### src/logic/mcl_pkg.sv
// Constants, types and decode helpers for the motor current limit control block.
// Assumes one 10 MHz clock and a classic Wishbone register slave.
package mcl_pkg;

   // Clock
   localparam int unsigned CLK_PERIOD_NS = 100;

   // Register byte offsets
   localparam logic [7:0] CTRL_OFS = 8'h00;
   localparam logic [7:0] WIN_OFS  = 8'h04;
   localparam logic [7:0] STAT_OFS = 8'h08;

   // Control register field positions
   localparam int unsigned CTRL_SCHEME_POS = 0;
   localparam int unsigned CTRL_POLICY_POS = 2;
   localparam int unsigned CTRL_WATCH_POS  = 4;
   localparam int unsigned CTRL_INTREF_POS = 5;
   localparam int unsigned CTRL_SRC_POS    = 6;
   localparam int unsigned CTRL_REPORT_POS = 7;
   localparam int unsigned CTRL_PWM_POS    = 8;
   localparam int unsigned CTRL_REGA_POS   = 9;
   localparam int unsigned CTRL_REGB_POS   = 10;
   localparam int unsigned CTRL_W          = 11;

   // Reset values
   localparam logic [10:0] CTRL_RST = 11'h000;
   localparam logic [15:0] WIN_RST  = 16'h2626;

   // Field encodings
   localparam logic [1:0] SCHEME_FIXED = 2'h0;
   localparam logic [1:0] SCHEME_CBC   = 2'h1;
   localparam logic [1:0] POLICY_OFF   = 2'h0;
   localparam logic [1:0] POLICY_WATCH = 2'h1;

   // Times in ns and their cycle counts (least times round up)
   localparam int unsigned BRAKE_HOLD_NS  = 20000;
   localparam int unsigned TRIP_BLANK_NS  = 1000;
   localparam int unsigned TRIP_FILTER_NS = 500;
   localparam int unsigned WIN_TICK_NS    = 102400;
   localparam int unsigned BRAKE_HOLD_CYC  = (BRAKE_HOLD_NS + CLK_PERIOD_NS - 1) / CLK_PERIOD_NS;
   localparam int unsigned TRIP_BLANK_CYC  = (TRIP_BLANK_NS + CLK_PERIOD_NS - 1) / CLK_PERIOD_NS;
   localparam int unsigned TRIP_FILTER_CYC = (TRIP_FILTER_NS + CLK_PERIOD_NS - 1) / CLK_PERIOD_NS;
   localparam int unsigned WIN_TICK_CYC    = WIN_TICK_NS / CLK_PERIOD_NS;

   typedef enum logic [1:0] {ST_FOLLOW, ST_OFFTIME, ST_CBC_HOLD} mcl_state_e;

   // Bridge gate commands, side a is OUT1 and side b is OUT2
   typedef struct packed {
      logic hs_a;
      logic ls_a;
      logic hs_b;
      logic ls_b;
   } mcl_gates_s;

   typedef struct packed {
      mcl_gates_s gates;
      logic       fault_low;
      logic       window;
      logic       trip_ok;
      logic [1:0] state;
   } mcl_status_s;

   localparam mcl_gates_s GATES_BRAKE = '{hs_a: 1'b0, ls_a: 1'b1, hs_b: 1'b0, ls_b: 1'b1};

   // Truth table of the two control modes
   function automatic mcl_gates_s mcl_cmd_gates(input logic a, input logic b, input logic pwm);
      mcl_gates_s g;
      g = '0;
      if (pwm) begin
         g.hs_a = a & ~b;
         g.ls_a = b;
         g.hs_b = b & ~a;
         g.ls_b = a;
      end else if (!a) begin
         g = GATES_BRAKE;
      end else begin
         g.hs_a = b;
         g.ls_b = b;
         g.hs_b = ~b;
         g.ls_a = ~b;
      end
      return g;
   endfunction

endpackage

### src/logic/mcl_hold_timer.sv
// Down counter that times one brake hold period.
// Assumes a synchronous start and stop from the owning state machine.
`timescale 1ns/1ps
`default_nettype none
module mcl_hold_timer
   import mcl_pkg::*;
#(
   parameter int unsigned CYC = BRAKE_HOLD_CYC
) (
   input  wire logic clk_i,
   input  wire logic rst_n_i,
   input  wire logic start_i,
   input  wire logic stop_i,
   output logic      done_o
);
   localparam int unsigned W = $clog2(CYC + 1);

   logic [W-1:0] cnt_q;

   generate
      if (CYC < 1) begin : g_bad
         $error("Hold time must be at least one cycle");
      end
   endgenerate

   // Load on start, clear on stop, else count down to zero
   always_ff @(posedge clk_i or negedge rst_n_i) begin
      if (!rst_n_i) begin
         cnt_q <= '0;
      end else if (start_i) begin
         cnt_q <= W'(CYC);
      end else if (stop_i) begin
         cnt_q <= '0;
      end else if (cnt_q != '0) begin
         cnt_q <= cnt_q - 1'b1;
      end
   end

   // Last cycle of the period, so the owner leaves on this edge
   assign done_o = (cnt_q == W'(1));

endmodule
`default_nettype wire

### src/logic/mcl_top.sv
// Current limit control of a brushed DC H-bridge with a Wishbone register slave.
// Assumes pins and comparator levels synchronous to clk_i, and a classic
// single-cycle Wishbone master that holds each request until ack.
`timescale 1ns/1ps
`default_nettype none
module mcl_top
   import mcl_pkg::*;
#(
   parameter int unsigned HOLD_CYC  = BRAKE_HOLD_CYC,
   parameter int unsigned BLANK_CYC = TRIP_BLANK_CYC,
   parameter int unsigned DEG_CYC   = TRIP_FILTER_CYC
) (
   input  wire logic        clk_i,
   input  wire logic        reset_n_i,
   input  wire logic        wb_cyc_i,
   input  wire logic        wb_stb_i,
   input  wire logic        wb_we_i,
   input  wire logic [7:0]  wb_adr_i,
   input  wire logic [3:0]  wb_sel_i,
   input  wire logic [31:0] wb_dat_i,
   output logic      [31:0] wb_dat_o,
   output logic             wb_ack_o,
   input  wire logic        drive_input_a_i,
   input  wire logic        drive_input_b_i,
   input  wire logic        trip_ext_ref_i,
   input  wire logic        trip_int_ref_i,
   output mcl_gates_s       bridge_o,
   output logic             current_sense_out_o,
   output logic             fault_flag_n_o,
   output logic             fault_flag_oe_n_o,
   output logic             regulation_handoff_o
);

   generate
      if (HOLD_CYC < 1 || BLANK_CYC < 1 || DEG_CYC < 1) begin : g_bad
         $error("All durations must be at least one cycle");
      end
   endgenerate

   logic              rst_meta_q;
   logic              rst_n;
   logic [CTRL_W-1:0] ctrl_q;
   logic [15:0]       win_q;
   logic              req;
   logic              wr_en;
   logic [31:0]       rd_data;
   mcl_state_e        state_q;
   mcl_state_e        state_d;
   mcl_gates_s        cmd_gates;
   mcl_gates_s        gates_d;
   logic [1:0]        cmd;
   logic [1:0]        cmd_prev_q;
   logic [1:0]        cmd_chg;
   logic [1:0]        cmd_rise;
   logic              cmd_change;
   logic              cbc_release;
   logic              trip_raw;
   logic              trip_ok;
   logic              hold_done;
   logic              hold_start;
   logic              limit_en;
   logic              window_active;
   logic              drive_start;
   logic [9:0]        tick_q;
   logic [15:0]       win_cnt_q;
   logic              fault_d;
   mcl_status_s       status;

   // Field views of the control register
   logic [1:0] scheme;
   logic [1:0] policy;
   logic       stall_watch;
   logic       int_ref;
   logic       drive_source_select;
   logic       limit_flag_report;
   logic       pwm_mode;
   logic       register_drive_input_a;
   logic       register_drive_input_b;

   assign scheme                 = ctrl_q[CTRL_SCHEME_POS +: 2];
   assign policy                 = ctrl_q[CTRL_POLICY_POS +: 2];
   assign stall_watch            = ctrl_q[CTRL_WATCH_POS];
   assign int_ref                = ctrl_q[CTRL_INTREF_POS];
   assign drive_source_select    = ctrl_q[CTRL_SRC_POS];
   assign limit_flag_report      = ctrl_q[CTRL_REPORT_POS];
   assign pwm_mode               = ctrl_q[CTRL_PWM_POS];
   assign register_drive_input_a = ctrl_q[CTRL_REGA_POS];
   assign register_drive_input_b = ctrl_q[CTRL_REGB_POS];

   // Reset release through two flops; assertion stays asynchronous
   always_ff @(posedge clk_i or negedge reset_n_i) begin
      if (!reset_n_i) begin
         rst_meta_q <= 1'b0;
         rst_n      <= 1'b0;
      end else begin
         rst_meta_q <= 1'b1;
         rst_n      <= rst_meta_q;
      end
   end

   // Wishbone request; ack for one cycle, then drops even if stb stays
   assign req   = wb_cyc_i && wb_stb_i && !wb_ack_o;
   assign wr_en = req && wb_we_i;

   always_ff @(posedge clk_i or negedge rst_n) begin
      if (!rst_n) begin
         wb_ack_o <= 1'b0;
      end else begin
         wb_ack_o <= req;
      end
   end

   // Control register with byte lanes; bits above the field read zero
   always_ff @(posedge clk_i or negedge rst_n) begin
      if (!rst_n) begin
         ctrl_q <= CTRL_RST;
      end else if (wr_en && wb_adr_i == CTRL_OFS) begin
         if (wb_sel_i[0]) begin
            ctrl_q[7:0] <= wb_dat_i[7:0];
         end
         if (wb_sel_i[1]) begin
            ctrl_q[CTRL_W-1:8] <= wb_dat_i[CTRL_W-1:8];
         end
      end
   end

   // Startup window length in ticks
   always_ff @(posedge clk_i or negedge rst_n) begin
      if (!rst_n) begin
         win_q <= WIN_RST;
      end else if (wr_en && wb_adr_i == WIN_OFS) begin
         if (wb_sel_i[0]) begin
            win_q[7:0] <= wb_dat_i[7:0];
         end
         if (wb_sel_i[1]) begin
            win_q[15:8] <= wb_dat_i[15:8];
         end
      end
   end

   // Read mux; unmapped addresses are acked with zero
   assign status = '{gates: bridge_o, fault_low: !fault_flag_n_o, window: window_active,
                     trip_ok: trip_ok, state: state_q};

   always_comb begin
      case (wb_adr_i)
         CTRL_OFS: rd_data = 32'(ctrl_q);
         WIN_OFS:  rd_data = 32'(win_q);
         STAT_OFS: rd_data = 32'(status);
         default:  rd_data = 32'h0000_0000;
      endcase
   end

   always_ff @(posedge clk_i or negedge rst_n) begin
      if (!rst_n) begin
         wb_dat_o <= 32'h0000_0000;
      end else if (req) begin
         wb_dat_o <= wb_we_i ? 32'h0000_0000 : rd_data;
      end
   end

   assign cmd = drive_source_select ? {register_drive_input_a, register_drive_input_b}
                                    : {drive_input_a_i, drive_input_b_i};

   always_ff @(posedge clk_i or negedge rst_n) begin
      if (!rst_n) begin
         cmd_prev_q <= 2'h0;
      end else begin
         cmd_prev_q <= cmd;
      end
   end

   // Per-input change and rising edge
   genvar gi;
   generate
      for (gi = 0; gi < 2; gi++) begin : g_edge
         assign cmd_chg[gi]  = cmd[gi] ^ cmd_prev_q[gi];
         assign cmd_rise[gi] = cmd[gi] & ~cmd_prev_q[gi];
      end
   endgenerate

   assign cmd_change = |cmd_chg;
   // pins release on any edge, register bits only on 0 to 1
   assign cbc_release = drive_source_select ? |cmd_rise : cmd_change;

   assign cmd_gates = mcl_cmd_gates(cmd[1], cmd[0], pwm_mode);

   assign trip_raw = int_ref ? trip_int_ref_i : trip_ext_ref_i;

   // Startup window restarts whenever the bridge begins to drive
   assign drive_start = (cmd_gates.hs_a || cmd_gates.hs_b) && !(bridge_o.hs_a || bridge_o.hs_b);

   always_ff @(posedge clk_i or negedge rst_n) begin
      if (!rst_n) begin
         tick_q <= 10'h000;
      end else if (drive_start || tick_q == 10'(WIN_TICK_CYC - 1)) begin
         tick_q <= 10'h000;
      end else begin
         tick_q <= tick_q + 1'b1;
      end
   end

   always_ff @(posedge clk_i or negedge rst_n) begin
      if (!rst_n) begin
         win_cnt_q <= WIN_RST;
      end else if (drive_start) begin
         win_cnt_q <= win_q;
      end else if (tick_q == 10'(WIN_TICK_CYC - 1) && win_cnt_q != 16'h0000) begin
         win_cnt_q <= win_cnt_q - 1'b1;
      end
   end

   assign window_active = (win_cnt_q != 16'h0000);

   // policy gate, upper schemes never limit
   always_comb begin
      if (scheme[1] || policy == POLICY_OFF) begin
         limit_en = 1'b0;
      end else if (policy == POLICY_WATCH) begin
         limit_en = stall_watch ? window_active : 1'b1;
      end else begin
         limit_en = 1'b1;
      end
   end

   mcl_trip_filter #(
      .BLANK_CYC (BLANK_CYC),
      .DEG_CYC   (DEG_CYC)
   ) u_filter (
      .clk_i         (clk_i),
      .rst_n_i       (rst_n),
      .blank_start_i (gates_d != bridge_o),
      .trip_i        (trip_raw),
      .trip_ok_o     (trip_ok)
   );

   // Limiting state machine
   always_comb begin
      state_d = state_q;
      case (state_q)
         ST_FOLLOW: begin
            // scheme choice, brake on a drive trip
            if (limit_en && trip_ok && (cmd_gates.hs_a || cmd_gates.hs_b)) begin
               if (scheme == SCHEME_FIXED) begin
                  state_d = ST_OFFTIME;
               end else if (scheme == SCHEME_CBC) begin
                  state_d = ST_CBC_HOLD;
               end
            end
         end
         ST_OFFTIME: begin
            if (cmd_change || !limit_en || scheme != SCHEME_FIXED) begin
               state_d = ST_FOLLOW;
            // end of period needs no input edge
            end else if (hold_done) begin
               state_d = trip_raw ? ST_OFFTIME : ST_FOLLOW;
            end
         end
         ST_CBC_HOLD: begin
            // hold until a release edge; limiting switched off ends it
            if (cbc_release || !limit_en || scheme != SCHEME_CBC) begin
               state_d = ST_FOLLOW;
            end
         end
         default: begin
            state_d = ST_FOLLOW;
         end
      endcase
   end

   always_ff @(posedge clk_i or negedge rst_n) begin
      if (!rst_n) begin
         state_q <= ST_FOLLOW;
      end else begin
         state_q <= state_d;
      end
   end

   // a fresh full period on entry and on a repeat trip
   assign hold_start = (state_d == ST_OFFTIME) && (state_q != ST_OFFTIME || hold_done);

   mcl_hold_timer #(
      .CYC (HOLD_CYC)
   ) u_hold (
      .clk_i   (clk_i),
      .rst_n_i (rst_n),
      .start_i (hold_start),
      .stop_i  (state_d != ST_OFFTIME),
      .done_o  (hold_done)
   );

   assign gates_d = (state_d == ST_FOLLOW) ? cmd_gates : GATES_BRAKE;

   // fault flag while the cycle-by-cycle hold lasts
   assign fault_d = !(state_d == ST_CBC_HOLD && limit_flag_report);

   // Outputs register together so sense tracks the gates exactly
   always_ff @(posedge clk_i or negedge rst_n) begin
      if (!rst_n) begin
         bridge_o             <= '0;
         current_sense_out_o  <= 1'b0;
         fault_flag_n_o       <= 1'b1;
         fault_flag_oe_n_o    <= 1'b1;
         regulation_handoff_o <= 1'b0;
      end else begin
         bridge_o             <= gates_d;
         // sense only through a conducting low side
         current_sense_out_o  <= gates_d.ls_a || gates_d.ls_b;
         fault_flag_n_o       <= fault_d;
         fault_flag_oe_n_o    <= fault_d;
         // upper schemes go to the regulation function
         regulation_handoff_o <= scheme[1];
      end
   end

   // Checks
   policy_off_a: assert property (
      @(posedge clk_i) disable iff (!rst_n)
      (policy == POLICY_OFF && state_q == ST_FOLLOW) |=> state_q == ST_FOLLOW)
      else $error("Limiting started with policy off");

   handoff_idle_a: assert property (
      @(posedge clk_i) disable iff (!rst_n)
      scheme[1] |=> state_q == ST_FOLLOW && regulation_handoff_o)
      else $error("Limiting ran under regulation handoff");

   watch_window_a: assert property (
      @(posedge clk_i) disable iff (!rst_n)
      (policy == POLICY_WATCH && stall_watch && !window_active && state_q == ST_FOLLOW)
         |=> state_q == ST_FOLLOW)
      else $error("Limiting outside startup window");

   offtime_brake_a: assert property (
      @(posedge clk_i) disable iff (!rst_n)
      state_q != ST_FOLLOW |-> bridge_o == GATES_BRAKE && current_sense_out_o)
      else $error("Bridge not braking during hold");

   offtime_end_a: assert property (
      @(posedge clk_i) disable iff (!rst_n)
      (state_q == ST_OFFTIME && hold_done && !trip_raw && !cmd_change)
         |=> state_q == ST_FOLLOW && bridge_o == $past(cmd_gates))
      else $error("Outputs not restored after off time");

   input_abort_a: assert property (
      @(posedge clk_i) disable iff (!rst_n)
      (state_q == ST_OFFTIME && cmd_change) |=> bridge_o == $past(cmd_gates))
      else $error("Input change did not end the hold");

   cbc_hold_a: assert property (
      @(posedge clk_i) disable iff (!rst_n)
      (state_q == ST_CBC_HOLD && !cbc_release && limit_en && scheme == SCHEME_CBC)
         |=> state_q == ST_CBC_HOLD)
      else $error("Cycle hold released without an edge");

   cbc_report_a: assert property (
      @(posedge clk_i) disable iff (!rst_n)
      (state_d == ST_CBC_HOLD && limit_flag_report) |=> !fault_flag_n_o && !fault_flag_oe_n_o)
      else $error("Fault flag not low during reported hold");

   coast_sense_a: assert property (
      @(posedge clk_i) disable iff (!rst_n)
      (bridge_o == '0) |-> !current_sense_out_o)
      else $error("Sense active while coasting");

   wb_ack_one_a: assert property (
      @(posedge clk_i) disable iff (!rst_n)
      wb_ack_o |=> !wb_ack_o)
      else $error("Ack held longer than one cycle");

endmodule
`default_nettype wire

### src/logic/mcl_trip_filter.sv
// Blanking and deglitch of the trip comparator.
// Assumes the comparator level is synchronous to the clock.
`timescale 1ns/1ps
`default_nettype none
module mcl_trip_filter
   import mcl_pkg::*;
#(
   parameter int unsigned BLANK_CYC = TRIP_BLANK_CYC,
   parameter int unsigned DEG_CYC   = TRIP_FILTER_CYC
) (
   input  wire logic clk_i,
   input  wire logic rst_n_i,
   input  wire logic blank_start_i,
   input  wire logic trip_i,
   output logic      trip_ok_o
);
   localparam int unsigned BW = $clog2(BLANK_CYC + 1);
   localparam int unsigned DW = $clog2(DEG_CYC + 1);

   logic [BW-1:0] blank_q;
   logic [DW-1:0] deg_q;
   logic          quiet;

   generate
      if (BLANK_CYC < 1 || DEG_CYC < 1) begin : g_bad
         $error("Blank and filter times must be at least one cycle");
      end
   endgenerate

   assign quiet = !blank_start_i && (blank_q == '0);

   always_ff @(posedge clk_i or negedge rst_n_i) begin
      if (!rst_n_i) begin
         blank_q <= '0;
      end else if (blank_start_i) begin
         blank_q <= BW'(BLANK_CYC);
      end else if (blank_q != '0) begin
         blank_q <= blank_q - 1'b1;
      end
   end

   always_ff @(posedge clk_i or negedge rst_n_i) begin
      if (!rst_n_i) begin
         deg_q <= '0;
      end else if (!quiet || !trip_i) begin
         deg_q <= '0;
      end else if (deg_q != DW'(DEG_CYC)) begin
         deg_q <= deg_q + 1'b1;
      end
   end

   // Filtered trip drops on the next clock edge after the raw level falls
   always_ff @(posedge clk_i or negedge rst_n_i) begin
      if (!rst_n_i) begin
         trip_ok_o <= 1'b0;
      end else begin
         trip_ok_o <= quiet && trip_i && (32'(deg_q) + 1 >= DEG_CYC);
      end
   end

   blank_quiet_a: assert property (
      @(posedge clk_i) disable iff (!rst_n_i)
      blank_start_i |=> !trip_ok_o)
      else $error("Trip accepted during blanking");

   deglitch_hold_a: assert property (
      @(posedge clk_i) disable iff (!rst_n_i)
      $rose(trip_ok_o) |-> $past(trip_i) && $past(blank_q == '0))
      else $error("Trip accepted without a steady comparator");

endmodule
`default_nettype wire
### config.mk
export PLATFORM = sky130hd
export DESIGN_NAME = mcl_top
export DESIGN_NICKNAME = d
export VERILOG_FILES = /design/src/logic/mcl_pkg.sv /design/src/logic/mcl_hold_timer.sv /design/src/logic/mcl_top.sv /design/src/logic/mcl_trip_filter.sv
export SDC_FILE = /design/constraint.sdc
export NUM_CORES = 1
export LEC_CHECK = 0
export BUFFER_PORTS_ARGS = -buffer_cell sky130_fd_sc_hd__buf_2
export CAP_MARGIN = 10
export CORE_ASPECT_RATIO = 0.9
export CORE_MARGIN = 3
export CORE_UTILIZATION = 40
export DETAILED_ROUTE_END_ITERATION = 12
export PLACE_DENSITY = 0.67
export SKIP_LAST_GASP = 1
export SYNTH_ARGS = -nofsm -noshare
export SYNTH_HDL_FRONTEND = slang
export SYNTH_SLANG_ARGS = --single-unit
### constraint.sdc
create_clock -name clk_i -period 2.85 [get_ports clk_i]
set_clock_uncertainty 0.15 [all_clocks]
set_input_delay 0.57 -clock clk_i [delete_from_list [all_inputs] [get_ports clk_i]]
set_output_delay 0.57 -clock clk_i [all_outputs]
set_load 0.02 [all_outputs]
==> impl_metrics.tcl <==
set metrics [dict create \
    end_kind "register" \
    grt_use_met1 0.2498 \
    rows 38 \
    hold_class "reg -> reg" \
    yosysSeqAreaShare 0.4822 \
    ctsLongestPathBuffers 2 \
    grt_overflow 0 \
    ys_ff_latch 99 \
    finalCritPeriodShare 0.9976 \
    top_usage_layer "met2" \
    max_slew.worst_pin.slew_ps 801.4 \
    die_w_um 125.9 \
    drtIter0Drc 293 \
    tritoncts "done" \
    grt_first_pass_wirelength_mm 20.09 \
    max_stage_delay_ps 540 \
    antennaDiodeCount 0 \
    die-area_mm2 0.01433 \
    start_util 0.4183 \
    fin_nets 644 \
    synth_area_mm2 0.005171 \
    p_switching_mw 0.7356 \
    crit_arrival_ps 2910 \
    crit_path_max_fanout 7 \
    drc 0 \
    instances_no_fill 745 \
    postRouteAntennaNets 0 \
    finalHoldViolCount 0 \
    cts.sinks 99 \
    grt_pass1_vias 3961 \
    synth_edf_count 0 \
    timing.fmax_mhz 351.7 \
    max_slew_margin 0.4657 \
    cts_buffers 9 \
    sw_frac_of_total 0.2410 \
    crit_path_top_delay_cell "or4bb_4" \
    dp.cells 722 \
    maxCapViolations 0 \
    dp_hpwl_mm 8.890 \
    fp.dieH_um 113.9 \
    track_usage 0.1719 \
    startpoint_type "register" \
    period_minus_slack_ps 2843 \
    grt_use_met3 0.03652 \
    postSynthCellCount 497 \
    areaGrowthSynthToFinish_pct 19.55 \
    power_density_mw_per_mm2 493.8 \
    peakVddDrop_v 0.0002635 \
    syn-mean-instance-area_um2 10.40 \
    tns_ps 0 \
    drive_above_1_share 0.2957 \
    routedWlPerCell_um 16.38 \
    routed_via_density 5.376 \
    grt_setup_unrepaired "yes" \
    grt_use_met2 0.2666 \
    cts_root_buf "clkbuf_16" \
    worst_slack_ps 6.861 \
    seq_power_share 0.491 \
    required_ps 2920 \
    routed-via-count 4005 \
    pwr-share-comb 0.083 \
    wl_mm 12.20 \
    synth_cell_types 61 \
    grt_start_max_net_pins 61 \
    status "completed" \
    async_flop_share 1.000 \
    slew_viol_final 0 \
    clk_pin_slew_ps 70 \
    pre_cts_ws_ps -190.4 \
    ys.flop_type "dfrtp_1" \
    critical_path_class "reg -> reg" \
    crit_chain "mux2i_2 -> inv_1 -> ha_2 -> or4bb_4 -> a21oi_4 -> nor3_4 -> a22oi_4 -> buf_6 -> a32oi_4 -> a2111o_1" \
    clock_power_share 0.426 \
    finalSetupViolations 0 \
    gp_congestion 0.8765 \
    drtPass1Iterations 5 \
    htree_num_levels 3 \
    coreArea_mm2 0.01236 \
    io_buffer_count 59 \
    internal_power_mw 2.317 \
    power.leakage_nw 2.864 \
    antenna_found_initial 0 \
    worstSkewPairLatency_ps 340 \
    pin_count 94 \
    ys_warn_count 0 \
]
[sequential cells by signal, indices dropped and copies added, names as in the netlist]
signal and flops:
wb_dat_o 16, win_cnt_q 16, win_q 16, ctrl_q 11, tick_q 10, u_hold.cnt_q 8, bridge_o 4, u_filter.blank_q 4
u_filter.deg_q 3, cmd_prev_q 2, state_q 2, current_sense_out_o 1, fault_flag_oe_n_o 1, regulation_handoff_o 1, rst_meta_q 1, rst_n 1
u_filter.trip_ok_o 1, wb_ack_o 1
[cell families after synthesis]
kind of cell	share of synthesized area
other	0.001452
adder cells (fa/ha/maj)	0.02661
AO/OA/AOI/OAI	0.1171
buffers and inverters	0.05250
XOR/XNOR	0.04912
flip-flops	0.4822
multiplexers	0.09291
AND/OR/NAND/NOR	0.1781
[layout make-up]
class / instances / area [µm²]
multi-input combinational: 362 / 2539
inverter: 20 / 75.07
tap: 160 / 200.2
sequential: 99 / 2499
clock inverter: 6 / 88.84
fill: 1089 / 6180
clock buffer: 10 / 229.0
timing repair buffer: 88 / 551.8
[cells in the mapped netlist (6+ instances only)]
master / n / share of area
a21oi_1: 12 / 0.012
a22o_1: 14 / 0.024
buf_4: 17 / 0.025
clkbuf_1: 10 / 0.0073
dfrtp_1: 86 / 0.42
dfstp_2: 13 / 0.066
ha_1: 11 / 0.027
inv_1: 20 / 0.015
mux2_2: 28 / 0.061
mux2i_1: 15 / 0.029
nand2_1: 54 / 0.039
nand2b_1: 6 / 0.0073
nand3_1: 13 / 0.013
nor2_1: 42 / 0.030
nor3_1: 20 / 0.019
nor4_1: 6 / 0.0073
o21ai_0: 26 / 0.025
xnor2_1: 23 / 0.039
xor2_1: 6 / 0.010
[layer usage]
layer	part of all wire	vias up	routed length (µm)
met2	0.45	121	5519
met1	0.48	1976	5812
met4	0.013	0	155
met3	0.059	13	717
li1	-	1895	-
met5	0	-	0
[per-stage QoR]
stage                     area, µm²  hold slack (ps)  total power, mW    util
after floorplan                5229            124.4            1.685       -
after global placement         5725            187.1            1.751  0.4632
after detailed placement       5725            196.5            1.762  0.4632
after CTS                      6065            213.4            3.070  0.4906
after global routing           6182            220.4            3.182  0.5001
final                          6182            214.6            3.052  0.5001
[cell usage in the layout (no fill, tap or decap), types with 4 or more instances in the layout]
cell type	instances
buf_2	59
xor2_1	6
xnor2_1	23
a21oi_1	11
dfrtp_1	84
nand3_1	13
clkbuf_16	9
nand2b_1	6
nor2_1	42
dfstp_2	13
nor3_1	18
inv_1	20
ha_1	9
a31oi_1	4
nor4_2	4
mux2_2	28
nor4_1	5
o21ai_0	26
nand2_1	54
or4_1	5
buf_4	23
o22ai_1	5
mux2i_1	14
a22o_1	14
nand4_1	5
conb_1	17
[worst paths after layout]
path	depth (start not counted)	end	startpoint	slack [ps]
min reg2reg	0	rst_n	rst_meta_q	210
max reg2reg	10	u_filter.blank_q[3]	ctrl_q[6]	7
max	10	u_filter.blank_q[3]	ctrl_q[6]	7
max in group asynchronous	1	fault_flag_oe_n_o	rst_n	1550
min	0	rst_n	rst_meta_q	210
min in group asynchronous	0	tick_q[2]	rst_n	270
[worst max-delay path, delay by kind of cell (launching register included)]
| kind | cells | cell delay, ps |
|---|---|---|
| compound gates | 4 | 830 |
| fa+ha+maj | 1 | 180 |
| buf+inv | 2 | 250 |
| flops | 1 | 410 |
| mux | 1 | 300 |
| simple gates | 2 | 600 |
[power by group through the flow]
stage	Clock (mW)	Combinational, mW	Sequential, mW
finish	1.30	0.255	1.50
detailed placement	0	0.239	1.52
global route	1.39	0.284	1.51
CTS	1.33	0.242	1.50
global placement	0	0.232	1.52
floorplan	0	0.166	1.52
[repair_timing]
action,4_1_cts,5_1_grt
hold buffers,1,0
endpoints found under the hold margin,2,0
pin swaps,0,9
gates resized for setup,1,15
setup buffers,1,5
setup endpoints to repair,7,10
Note: power is estimated with default switching activity, not from simulation.
